**src/design/fsc_pkg.sv**
```systemverilog
/*
 * Package of the frame static classifier: register offsets, reset values,
 * configuration layout, frame beat and result carriers.
 * Assumes a 32-bit plain register port and byte-wide frame beats.
 */
`default_nettype none
package fsc_pkg;
	// Register byte offsets
	localparam logic [7:0] OFF_ENABLE = 8'h00;
	localparam logic [7:0] OFF_TSEL = 8'h04;
	localparam logic [7:0] OFF_FULL_LO = 8'h08;
	localparam logic [7:0] OFF_FULL_HI = 8'h0C;
	localparam logic [7:0] OFF_PREF_LO = 8'h10;
	localparam logic [7:0] OFF_PREF_HI = 8'h14;
	localparam logic [7:0] OFF_RLOW_LO = 8'h18;
	localparam logic [7:0] OFF_RLOW_HI = 8'h1C;
	localparam logic [7:0] OFF_RHIGH_LO = 8'h20;
	localparam logic [7:0] OFF_RHIGH_HI = 8'h24;
	localparam logic [7:0] OFF_ENT_BASE = 8'h40;
	localparam logic [7:0] OFF_EXT_BASE = 8'h90;
	localparam logic [7:0] OFF_TAG_CHECK = 8'hB0;
	localparam logic [7:0] OFF_VLAN_CFG = 8'hB4;
	localparam logic [7:0] OFF_VLAN_EXT = 8'hB8;
	localparam logic [7:0] OFF_PRIO_MAP = 8'hBC;
	localparam logic [7:0] OFF_INNER_MAP = 8'hC0;
	localparam logic [7:0] OFF_STATUS = 8'hC4;
	// Enable mask bit positions
	localparam int EN_FULL = 0;
	localparam int EN_PREFIX = 1;
	localparam int EN_RANGE = 2;
	localparam int EN_DA0 = 3;
	localparam int EN_ET0 = 11;
	localparam int EN_PAIR8 = 19;
	localparam int EN_ET10 = 21;
	localparam int NUM_CRIT = 29;
	// Header capture and frame constants
	localparam logic [4:0] HDR_LAST = 5'h1D;
	localparam logic [15:0] SEC_ETYPE = 16'h88E5;
	localparam logic [5:0] SL_LIMIT = 6'h30;
	localparam logic [3:0] PREFIX_DONT_CARE = 4'hF;
	// Reset values
	localparam logic [47:0] RST_FULL = 48'h01000CCCCCCC;
	localparam logic [47:0] RST_PREFIX = 48'h0180C2000000;
	localparam logic [15:0] RST_QTYPE = 16'h8100;
	localparam logic [15:0] RST_STYPE = 16'h88A8;
	localparam logic [23:0] RST_MAP = 24'hFAC688;
	localparam logic [5:0] RST_TCHK = 6'h3F;

	typedef enum logic [1:0] {TAG_UNTAGGED, TAG_TAGGED, TAG_BAD, TAG_KAY} fsc_tag_t;

	typedef struct packed {
		logic [NUM_CRIT-1:0] en;
		logic tsel;
		logic [47:0] full;
		logic [47:0] prefix;
		logic [47:0] rlow;
		logic [47:0] rhigh;
		logic [9:0][47:0] ent_da;
		logic [9:0][15:0] ent_et;
		logic [7:0][15:0] ext_et;
		logic [5:0] tchk;
		logic [15:0] qtype;
		logic [15:0] stype;
		logic parse_en;
		logic prio_en;
		logic [2:0] dflt_up;
		logic sec_after_vlan;
		logic [23:0] pmap;
		logic [23:0] imap;
	} fsc_cfg_t;

	localparam fsc_cfg_t CFG_RESET = '{full: RST_FULL, prefix: RST_PREFIX, tchk: RST_TCHK,
		qtype: RST_QTYPE, stype: RST_STYPE, parse_en: 1'b1, prio_en: 1'b1,
		pmap: RST_MAP, imap: RST_MAP, default: '0};

	typedef struct packed {
		logic valid;
		logic sof;
		logic eof;
		logic [7:0] data;
	} fsc_beat_t;

	typedef struct packed {
		logic control;
		fsc_tag_t tag;
		logic vlan_valid;
		logic stag_valid;
		logic qtag_valid;
		logic qinq;
		logic [2:0] up;
		logic [11:0] vid;
		logic [2:0] inner_up;
		logic [11:0] inner_vid;
		logic [15:0] ethertype;
	} fsc_result_t;
endpackage
`default_nettype wire

```
**src/design/fsc_classifier.sv**
```systemverilog
/*
 * Frame static classifier: control detection, security tag parsing and
 * VLAN parsing on the first header bytes of each frame, one result per frame.
 * Assumes frames arrive as byte beats without preamble or FCS, on clk,
 * and a register master that never needs a wait state.
 */
`timescale 1ns/1ps
`default_nettype none
module fsc_classifier
	import fsc_pkg::*;
(
	// Clock and reset
	input wire logic clk,
	input wire logic rstn,
	// Register port
	input wire logic [7:0] reg_addr,
	input wire logic [31:0] reg_wdata,
	input wire logic reg_wr,
	input wire logic reg_rd,
	output logic [31:0] reg_rdata,
	// Frame beats from the MAC
	input wire fsc_beat_t beat,
	// Classification result to flow lookup
	output fsc_result_t result,
	output logic result_valid
);
	fsc_cfg_t cfg_d, cfg_q;
	logic [31:0] rdata_d, rdata_q;
	logic [7:0] hdr_d [0:29];
	logic [7:0] hdr_q [0:29];
	logic [4:0] cnt_d, cnt_q;
	logic busy_d, busy_q;
	logic done_d, done_q;
	fsc_result_t res_d, res_q;
	logic [3:0] ent_idx;
	logic [2:0] ext_idx;
	logic ent_sel, ext_sel, mapped;

	// Entry decode; entries take two words, extra types one word
	assign ent_idx = 4'((reg_addr - OFF_ENT_BASE) >> 3);
	assign ext_idx = 3'((reg_addr - OFF_EXT_BASE) >> 2);
	assign ent_sel = (reg_addr >= OFF_ENT_BASE) && (reg_addr < OFF_EXT_BASE);
	assign ext_sel = (reg_addr >= OFF_EXT_BASE) && (reg_addr < OFF_TAG_CHECK);

	// Register writes; the pair enable bit covers both halves of entries 8 and 9
	always_comb begin
		cfg_d = cfg_q;
		if (reg_wr) begin
			case (reg_addr)
				OFF_ENABLE: cfg_d.en = reg_wdata[NUM_CRIT-1:0];
				OFF_TSEL: cfg_d.tsel = reg_wdata[0];
				OFF_FULL_LO: cfg_d.full[31:0] = reg_wdata;
				OFF_FULL_HI: cfg_d.full[47:32] = reg_wdata[15:0];
				OFF_PREF_LO: cfg_d.prefix[31:0] = reg_wdata;
				OFF_PREF_HI: cfg_d.prefix[47:32] = reg_wdata[15:0];
				OFF_RLOW_LO: cfg_d.rlow[31:0] = reg_wdata;
				OFF_RLOW_HI: cfg_d.rlow[47:32] = reg_wdata[15:0];
				OFF_RHIGH_LO: cfg_d.rhigh[31:0] = reg_wdata;
				OFF_RHIGH_HI: cfg_d.rhigh[47:32] = reg_wdata[15:0];
				OFF_TAG_CHECK: cfg_d.tchk = reg_wdata[5:0];
				OFF_VLAN_CFG: begin
					cfg_d.qtype = reg_wdata[15:0];
					cfg_d.stype = reg_wdata[31:16];
				end
				OFF_VLAN_EXT: begin
					cfg_d.parse_en = reg_wdata[0];
					cfg_d.prio_en = reg_wdata[1];
					cfg_d.dflt_up = reg_wdata[4:2];
					cfg_d.sec_after_vlan = reg_wdata[5];
				end
				OFF_PRIO_MAP: cfg_d.pmap = reg_wdata[23:0];
				OFF_INNER_MAP: cfg_d.imap = reg_wdata[23:0];
				default: begin
					// Address shares the high word with the type
					if (ent_sel && !reg_addr[2]) begin
						cfg_d.ent_da[ent_idx][31:0] = reg_wdata;
					end else if (ent_sel) begin
						cfg_d.ent_da[ent_idx][47:32] = reg_wdata[15:0];
						cfg_d.ent_et[ent_idx] = reg_wdata[31:16];
					end else if (ext_sel) begin
						cfg_d.ext_et[ext_idx] = reg_wdata[15:0];
					end
				end
			endcase
		end
	end

	// Read mux; unmapped words and bits above a field read as zero
	always_comb begin
		rdata_d = 32'h0;
		mapped = 1'b1;
		case (reg_addr)
			OFF_ENABLE: rdata_d[NUM_CRIT-1:0] = cfg_q.en;
			OFF_TSEL: rdata_d[0] = cfg_q.tsel;
			OFF_FULL_LO: rdata_d = cfg_q.full[31:0];
			OFF_FULL_HI: rdata_d[15:0] = cfg_q.full[47:32];
			OFF_PREF_LO: rdata_d = cfg_q.prefix[31:0];
			OFF_PREF_HI: rdata_d[15:0] = cfg_q.prefix[47:32];
			OFF_RLOW_LO: rdata_d = cfg_q.rlow[31:0];
			OFF_RLOW_HI: rdata_d[15:0] = cfg_q.rlow[47:32];
			OFF_RHIGH_LO: rdata_d = cfg_q.rhigh[31:0];
			OFF_RHIGH_HI: rdata_d[15:0] = cfg_q.rhigh[47:32];
			OFF_TAG_CHECK: rdata_d[5:0] = cfg_q.tchk;
			OFF_VLAN_CFG: rdata_d = {cfg_q.stype, cfg_q.qtype};
			OFF_VLAN_EXT: rdata_d[5:0] = {cfg_q.sec_after_vlan, cfg_q.dflt_up,
				cfg_q.prio_en, cfg_q.parse_en};
			OFF_PRIO_MAP: rdata_d[23:0] = cfg_q.pmap;
			OFF_INNER_MAP: rdata_d[23:0] = cfg_q.imap;
			OFF_STATUS: rdata_d[9:0] = {res_q.qinq, res_q.qtag_valid, res_q.stag_valid,
				res_q.vlan_valid, res_q.up, res_q.tag, res_q.control};
			default: begin
				if (ent_sel && !reg_addr[2]) begin
					rdata_d = cfg_q.ent_da[ent_idx][31:0];
				end else if (ent_sel) begin
					rdata_d = {cfg_q.ent_et[ent_idx], cfg_q.ent_da[ent_idx][47:32]};
				end else if (ext_sel) begin
					rdata_d[15:0] = cfg_q.ext_et[ext_idx];
				end else begin
					mapped = 1'b0;
				end
			end
		endcase
		if (!reg_rd) begin
			rdata_d = 32'h0;
		end
	end

	// Registers; reset leaves every control criterion off
	always_ff @(posedge clk) begin
		if (!rstn) begin
			cfg_q <= CFG_RESET;
			rdata_q <= 32'h0;
		end else begin
			cfg_q <= cfg_d;
			rdata_q <= rdata_d;
		end
	end

	assign reg_rdata = rdata_q;

	// Header capture; bytes past a short frame stay zero
	always_comb begin
		logic [4:0] idx;
		idx = beat.sof ? 5'h0 : cnt_q;
		hdr_d = hdr_q;
		cnt_d = cnt_q;
		busy_d = busy_q;
		done_d = 1'b0;
		if (beat.valid && (beat.sof || busy_q)) begin
			if (beat.sof) begin
				for (int i = 0; i < 30; i++) begin
					hdr_d[i] = 8'h00;
				end
			end
			hdr_d[idx] = beat.data;
			cnt_d = 5'(idx + 5'h1);
			done_d = (idx == HDR_LAST) || beat.eof;
			busy_d = !done_d;
		end
	end

	always_ff @(posedge clk) begin
		if (!rstn) begin
			for (int i = 0; i < 30; i++) begin
				hdr_q[i] <= 8'h00;
			end
			cnt_q <= 5'h0;
			busy_q <= 1'b0;
			done_q <= 1'b0;
		end else begin
			hdr_q <= hdr_d;
			cnt_q <= cnt_d;
			busy_q <= busy_d;
			done_q <= done_d;
		end
	end

	// Field views of the captured header
	logic [47:0] da;
	logic [15:0] et1, et2, et3, tci1, tci2, parsed_et, cmp_et, sec_et;
	logic tag1, tag2, tag1_s, sec_present;
	logic [4:0] sec_base;
	logic [7:0] tci, sl;
	logic [31:0] pn;
	assign da = {hdr_q[0], hdr_q[1], hdr_q[2], hdr_q[3], hdr_q[4], hdr_q[5]};
	assign et1 = {hdr_q[12], hdr_q[13]};
	assign tci1 = {hdr_q[14], hdr_q[15]};
	assign et2 = {hdr_q[16], hdr_q[17]};
	assign tci2 = {hdr_q[18], hdr_q[19]};
	assign et3 = {hdr_q[20], hdr_q[21]};

	// VLAN parsing of up to two stacked tags
	assign tag1 = cfg_q.parse_en && (et1 == cfg_q.qtype || et1 == cfg_q.stype);
	assign tag1_s = et1 == cfg_q.stype;
	assign tag2 = tag1 && (et2 == cfg_q.qtype || et2 == cfg_q.stype);
	assign parsed_et = tag2 ? et3 : (tag1 ? et2 : et1);

	// Security tag sits after the source address unless bypass mode lets it trail tags
	assign sec_base = !cfg_q.sec_after_vlan ? 5'h0C : (tag2 ? 5'h14 : (tag1 ? 5'h10 : 5'h0C));
	assign sec_et = cfg_q.sec_after_vlan ? parsed_et : et1;
	assign sec_present = sec_et == SEC_ETYPE;
	assign tci = hdr_q[5'(sec_base + 5'h2)];
	assign sl = hdr_q[5'(sec_base + 5'h3)];
	assign pn = {hdr_q[5'(sec_base + 5'h4)], hdr_q[5'(sec_base + 5'h5)],
		hdr_q[5'(sec_base + 5'h6)], hdr_q[5'(sec_base + 5'h7)]};

	// Control criteria; type source chosen by software
	logic [NUM_CRIT-1:0] hit;
	logic [9:0] ent_da_hit, ent_et_hit;
	assign cmp_et = cfg_q.tsel ? parsed_et : et1;
	assign hit[EN_FULL] = da == cfg_q.full;
	assign hit[EN_PREFIX] = (da | {44'h0, PREFIX_DONT_CARE}) ==
		(cfg_q.prefix | {44'h0, PREFIX_DONT_CARE});
	// Unsigned inclusive bounds, and
	assign hit[EN_RANGE] = (da >= cfg_q.rlow) && (da <= cfg_q.rhigh);

	generate
		for (genvar g = 0; g < 10; g++) begin : g_ent
			assign ent_da_hit[g] = da == cfg_q.ent_da[g];
			assign ent_et_hit[g] = cmp_et == cfg_q.ent_et[g];
			if (g < 8) begin : g_single
				// Independent address and type bits, and
				assign hit[EN_DA0 + g] = ent_da_hit[g];
				assign hit[EN_ET0 + g] = ent_et_hit[g];
				assign hit[EN_ET10 + g] = cmp_et == cfg_q.ext_et[g];
			end else begin : g_pair
				// One enable bit, both halves must match
				assign hit[EN_PAIR8 + g - 8] = ent_da_hit[g] && ent_et_hit[g];
			end
		end
	endgenerate

	// Result computation, all three operations side by side
	always_comb begin
		res_d = res_q;
		if (done_q) begin
			res_d.control = |(hit & cfg_q.en);
			// Fixed check order, first hit decides
			if (!sec_present) begin
				res_d.tag = TAG_UNTAGGED;
			end else if (cfg_q.tchk[0] && tci[7]) begin
				res_d.tag = TAG_BAD;
			end else if (!tci[2] && tci[3]) begin
				res_d.tag = TAG_KAY;
			end else if (cfg_q.tchk[1] && tci[2] && !tci[3]) begin
				res_d.tag = TAG_BAD;
			end else if (cfg_q.tchk[2] && tci[5] && tci[6]) begin
				res_d.tag = TAG_BAD;
			end else if (cfg_q.tchk[3] && tci[5] && tci[4]) begin
				res_d.tag = TAG_BAD;
			end else if (cfg_q.tchk[4] && sl[5:0] >= SL_LIMIT) begin
				res_d.tag = TAG_BAD;
			end else if (cfg_q.tchk[5] && pn == 32'h0) begin
				res_d.tag = TAG_BAD;
			end else begin
				res_d.tag = TAG_TAGGED;
			end
			// Flags from the first tag's type; Q-in-Q from a matching second tag
			res_d.vlan_valid = tag1;
			res_d.stag_valid = tag1 && tag1_s;
			res_d.qtag_valid = tag1 && !tag1_s;
			res_d.qinq = tag2;
			// Default priority when untagged or processing is off
			res_d.up = (tag1 && cfg_q.prio_en) ? cfg_q.pmap[3 * tci1[15:13] +: 3] : cfg_q.dflt_up;
			res_d.vid = tci1[11:0];
			res_d.inner_up = cfg_q.imap[3 * tci2[15:13] +: 3];
			res_d.inner_vid = tci2[11:0];
			res_d.ethertype = parsed_et;
		end
	end

	// Result hold and one-cycle valid pulse
	always_ff @(posedge clk) begin
		if (!rstn) begin
			res_q <= '0;
			result_valid <= 1'b0;
		end else begin
			res_q <= res_d;
			result_valid <= done_q;
		end
	end

	assign result = res_q;
endmodule
`default_nettype wire

```
**config.mk**
```make
export PLATFORM = sky130hd
export DESIGN_NAME = fsc_classifier
export DESIGN_NICKNAME = d
export VERILOG_FILES = /design/src/design/fsc_pkg.sv /design/src/design/fsc_classifier.sv
export SDC_FILE = /design/constraint.sdc
export NUM_CORES = 2
export LEC_CHECK = 0
export BUFFER_PORTS_ARGS = -buffer_cell sky130_fd_sc_hd__buf_2
export CAP_MARGIN = 0
export CORE_MARGIN = 5
export CORE_UTILIZATION = 40
export DETAILED_ROUTE_END_ITERATION = 8
export GPL_ROUTABILITY_DRIVEN = 0
export GPL_TIMING_DRIVEN = 0
export MAX_ROUTING_LAYER = met4
export PLACE_DENSITY_LB_ADDON = 0.05
export SYNTH_ARGS = -nofsm -noshare
export SYNTH_HDL_FRONTEND = slang
export SYNTH_SLANG_ARGS = --single-unit
```
**constraint.sdc**
```tcl
create_clock -name clk -period 6.3 [get_ports clk]
set_input_delay 0.315 -clock clk [delete_from_list [all_inputs] [get_ports clk]]
set_output_delay 0.315 -clock clk [all_outputs]
set_load 0.02 [all_outputs]
```
==> results by group <==
Run status
  • Status: finished with violations
  • Failing checks: DRC, capacitance limit, slew limit, setup timing

Die
  • Rows: 161
  • Die width: 450.5 um
  • I/O pins: 141
  • Die height: ~450 um
  • Initial Utilization: 40.26%
  • Die Area: 202900 um2
  • Core Area: about 190000 um2

Synth
  • Seq/Total Area, Yosys: a little over a third
  • Top_reg_cell synth: dfxtp_1
  • Yosys top cell area share: approximately a third
  • Asr flop ratio synth: 0%
  • Syn. warnings: 0
  • Post-Syn Instances: between 9000 and 10000
  • Post-synthesis sequential element count: ~1400
  • Cell variety after synth: 100
  • Main area contributors after synthesis: dfxtp_1, nand2_1, a21boi_0, xor2_1, mux4_2
  • Synthesized area: 77610 um2
  • Number of flops mapped to enable cells by yosys: 0
  • Syn nets: between 9000 and 10000
  • Yosys top cell by area: dfxtp_1
  • Syn avg cell area: 8.332 um2

Setup path
  • Worst-path maximum fanout: 10
  • CP arrival: between 7 and 8 ns
  • Kind of critical path: reg2reg
  • Worst Setup End Kind: flop
  • Crit start category: flop
  • WP data required: just over 7 ns

Route
  • Drt first pass iters: 9
  • Wirelength per Cell: between 40 and 50 um
  • DRC: ~120
  • Final wirelength: roughly 510000 um
  • Vias/cell: 6.801
  • Via count: ~84000
  • DRT iter0 DRCs: 16720
  • DRT antenna net count: 0

Min path
  • Worst min path class: in2reg

Timing
  • Setup ws final: -0.7907 ns
  • Min Tclk post-route: 7.091 ns
  • RSZ-0062 raised after global routing: false
  • Slew Viols, Final: 390
  • Layout Skew: ~0.035 ns
  • Final Hold Viols: 0
  • Worst slew pin tran: about 1.7 ns
  • Part of the cycle the worst path needs: 112.6%
  • Worst rel slew slack: -14.97%
  • Highest Clock Rate: 0.1410 GHz
  • Final setup vio count: 34

Clock tree
  • Clk buf depth: 3
  • Number of clock buffers inserted by TritonCTS: about 160
  • Post-CTS Repair Setup Buffers: 0
  • Clk Latency, worst-skew pair: a little under 0.9 ns
  • Clock root cell: clkbuf_16
  • TritonCTS Sinks: approximately 1400
  • Clock-pin slew on the worst setup and hold paths: 0.06 ns
  • TritonCTS clock tree: done
  • H-tree levels: 4

Power and ir drop
  • Leak: approximately 32 nW
  • VDD IR max: slightly above 0.0003 V
  • Pwr dens: about 230 nW/um2

Placed design
  • Placed cell areas: 81470 um2
  • Dpl cells: between 10000 and 15000
  • DP HPWL: roughly 400000 um
  • IO Port Bufs: a little under 100

GRT
  • Global route overflow: 0
  • Initial antenna violation count: 64
  • Vias in the first global route: 75420
  • GRT Util Overall: 49.46%
  • Pin count of the biggest net entering global routing: 17
  • First-pass GRT wire length: ~670000 um

Finish
  • Synth-to-Final Area Change: 12.32%
  • Most frequent cells in the layout: nand2_1, dfxtp_1, a21boi_0
  • Layout Cells excl Fill: between 10000 and 15000
  • Final-stage net count: 9760
  • Most common cell after layout, fill and taps aside: nand2_1
  • Layout cells sized above 1: under 10%
  • Post-route cell area: 87170 um2

Flow run
  • MaxCap Viol Count: 39
[critical path, cell delays in order (launching register included)]
cell             delay, ns
dfxtp_1               0.38
clkbuf_1              0.63
clkdlybuf4s15_2       0.65
xor2_1                0.74
nor4_1                0.25
nand4_1               0.19
nor3_1                0.16
a31oi_1               0.54
o221ai_1              0.61
nor4_2                0.57
o211ai_1              0.67
nor3_1                0.49
nand3_1               0.48
o41a_1                0.55
[sequential cells by signal, indices dropped and copies added (netlist names)]
| signal | count |
|---|---|
| et1 | 16 |
| et2 | 16 |
| cfg_q | 1082 |
| result | 53 |
| et3 | 16 |
| da | 48 |
| done_q | 1 |
| cnt_q | 5 |
| result_valid | 1 |
| busy_q | 1 |
| hdr_q | 80 |
| reg_rdata | 32 |
[routing by layer]
layer | up-vias | wire [um] | global-route usage [%]
met5 | - | 0 | -
met4 | 0 | 58990 | 41.33
met3 | 2820 | 81880 | 25.69
met2 | 7759 | 189800 | 63.38
met1 | 40200 | 179700 | 56.02
li1 | 33060 | - | -
[cell families after synthesis]
logic type	Yosys count	synth area share [%]
and+or+nand+nor	3408	19.74
AOI/OAI and AO/OA	2034	19.41
DFF	1351	34.85
buffers and inverters	1082	5.539
xor gates and xnor gates	820	9.254
muxes	520	9.601
adders and majority gates	100	1.612
[power by group]
part	internal [W]	total [W]	switching (W)
logic	0.000368	0.00158	0.00121
clock network	0.00534	0.00958	0.00424
registers	0.00857	0.00862	0.0000465
[path summary, 6_finish.rpt]
path | startpoint | endpoint | slack [ns] | cells past startpoint
worst min-delay path | reg_wdata[22] | cfg_q[450]$_SDFFE_PN0P_ | 0.10 | 3
worst min register to register | result[1]$_SDFFE_PN0P_ | result[1]$_SDFFE_PN0P_ | 0.45 | 2
worst max-delay path | da[28]$_SDFFE_PN0P_ | result[52]$_SDFFE_PN0P_ | -0.79 | 13
worst max register to register | da[28]$_SDFFE_PN0P_ | result[52]$_SDFFE_PN0P_ | -0.79 | 13
[cell usage after synthesis, types with 134 or more instances]
cell type	count
a21boi_0	956
a21oi_1	136
clkbuf_1	670
dfxtp_1	1351
inv_1	209
mux2i_1	284
mux4_2	172
nand2_1	2092
nand3_1	387
nor2_1	175
nor2b_1	271
nor4_1	163
o21ai_0	134
xnor2_1	336
xor2_1	484
[through the flow]
stage / TNS (ns) / hold slack (ns) / util (%) / setup slack [ns] / total power [W]
after floorplan: 0 / 0.4431 / - / 2.949 / 0.009466
after global placement: -47.72 / 0.4336 / 42.15 / -0.7773 / 0.01022
after detailed placement: -7.477 / 0.4454 / 42.26 / -0.2488 / 0.01023
after CTS: 0 / 0.07670 / 45.08 / 0.0007327 / 0.01955
after global routing: 0 / 0.1202 / 45.19 / 0.04335 / 0.02001
final: -3.991 / 0.1006 / 45.22 / -0.7907 / 0.01977
[timing repair]
item | CTS | global route
gates resized for setup | 16 | 3
gates cloned | 0 | 0
hold buffers | 17 | 0
endpoints found under the hold margin | 53 | 0
setup endpoints to repair | 1 | 1
[area by class of cell]
| cell class | instances | area, um2 |
|---|---|---|
| fillers | 19300 | 105600 |
| multi-input cells | 6882 | 46330 |
| flip-flops and latches | 1351 | 27050 |
| clock buffers | 224 | 4494 |
| plain buffers | 866 | 3607 |
| well taps | 2526 | 3161 |
| repair buffers | 129 | 833.3 |
| inverters | 216 | 810.8 |
| clock inverters | 60 | 705.7 |
| diodes | 73 | 182.7 |
No activity file was read; power rests on OpenSTA's default activity.
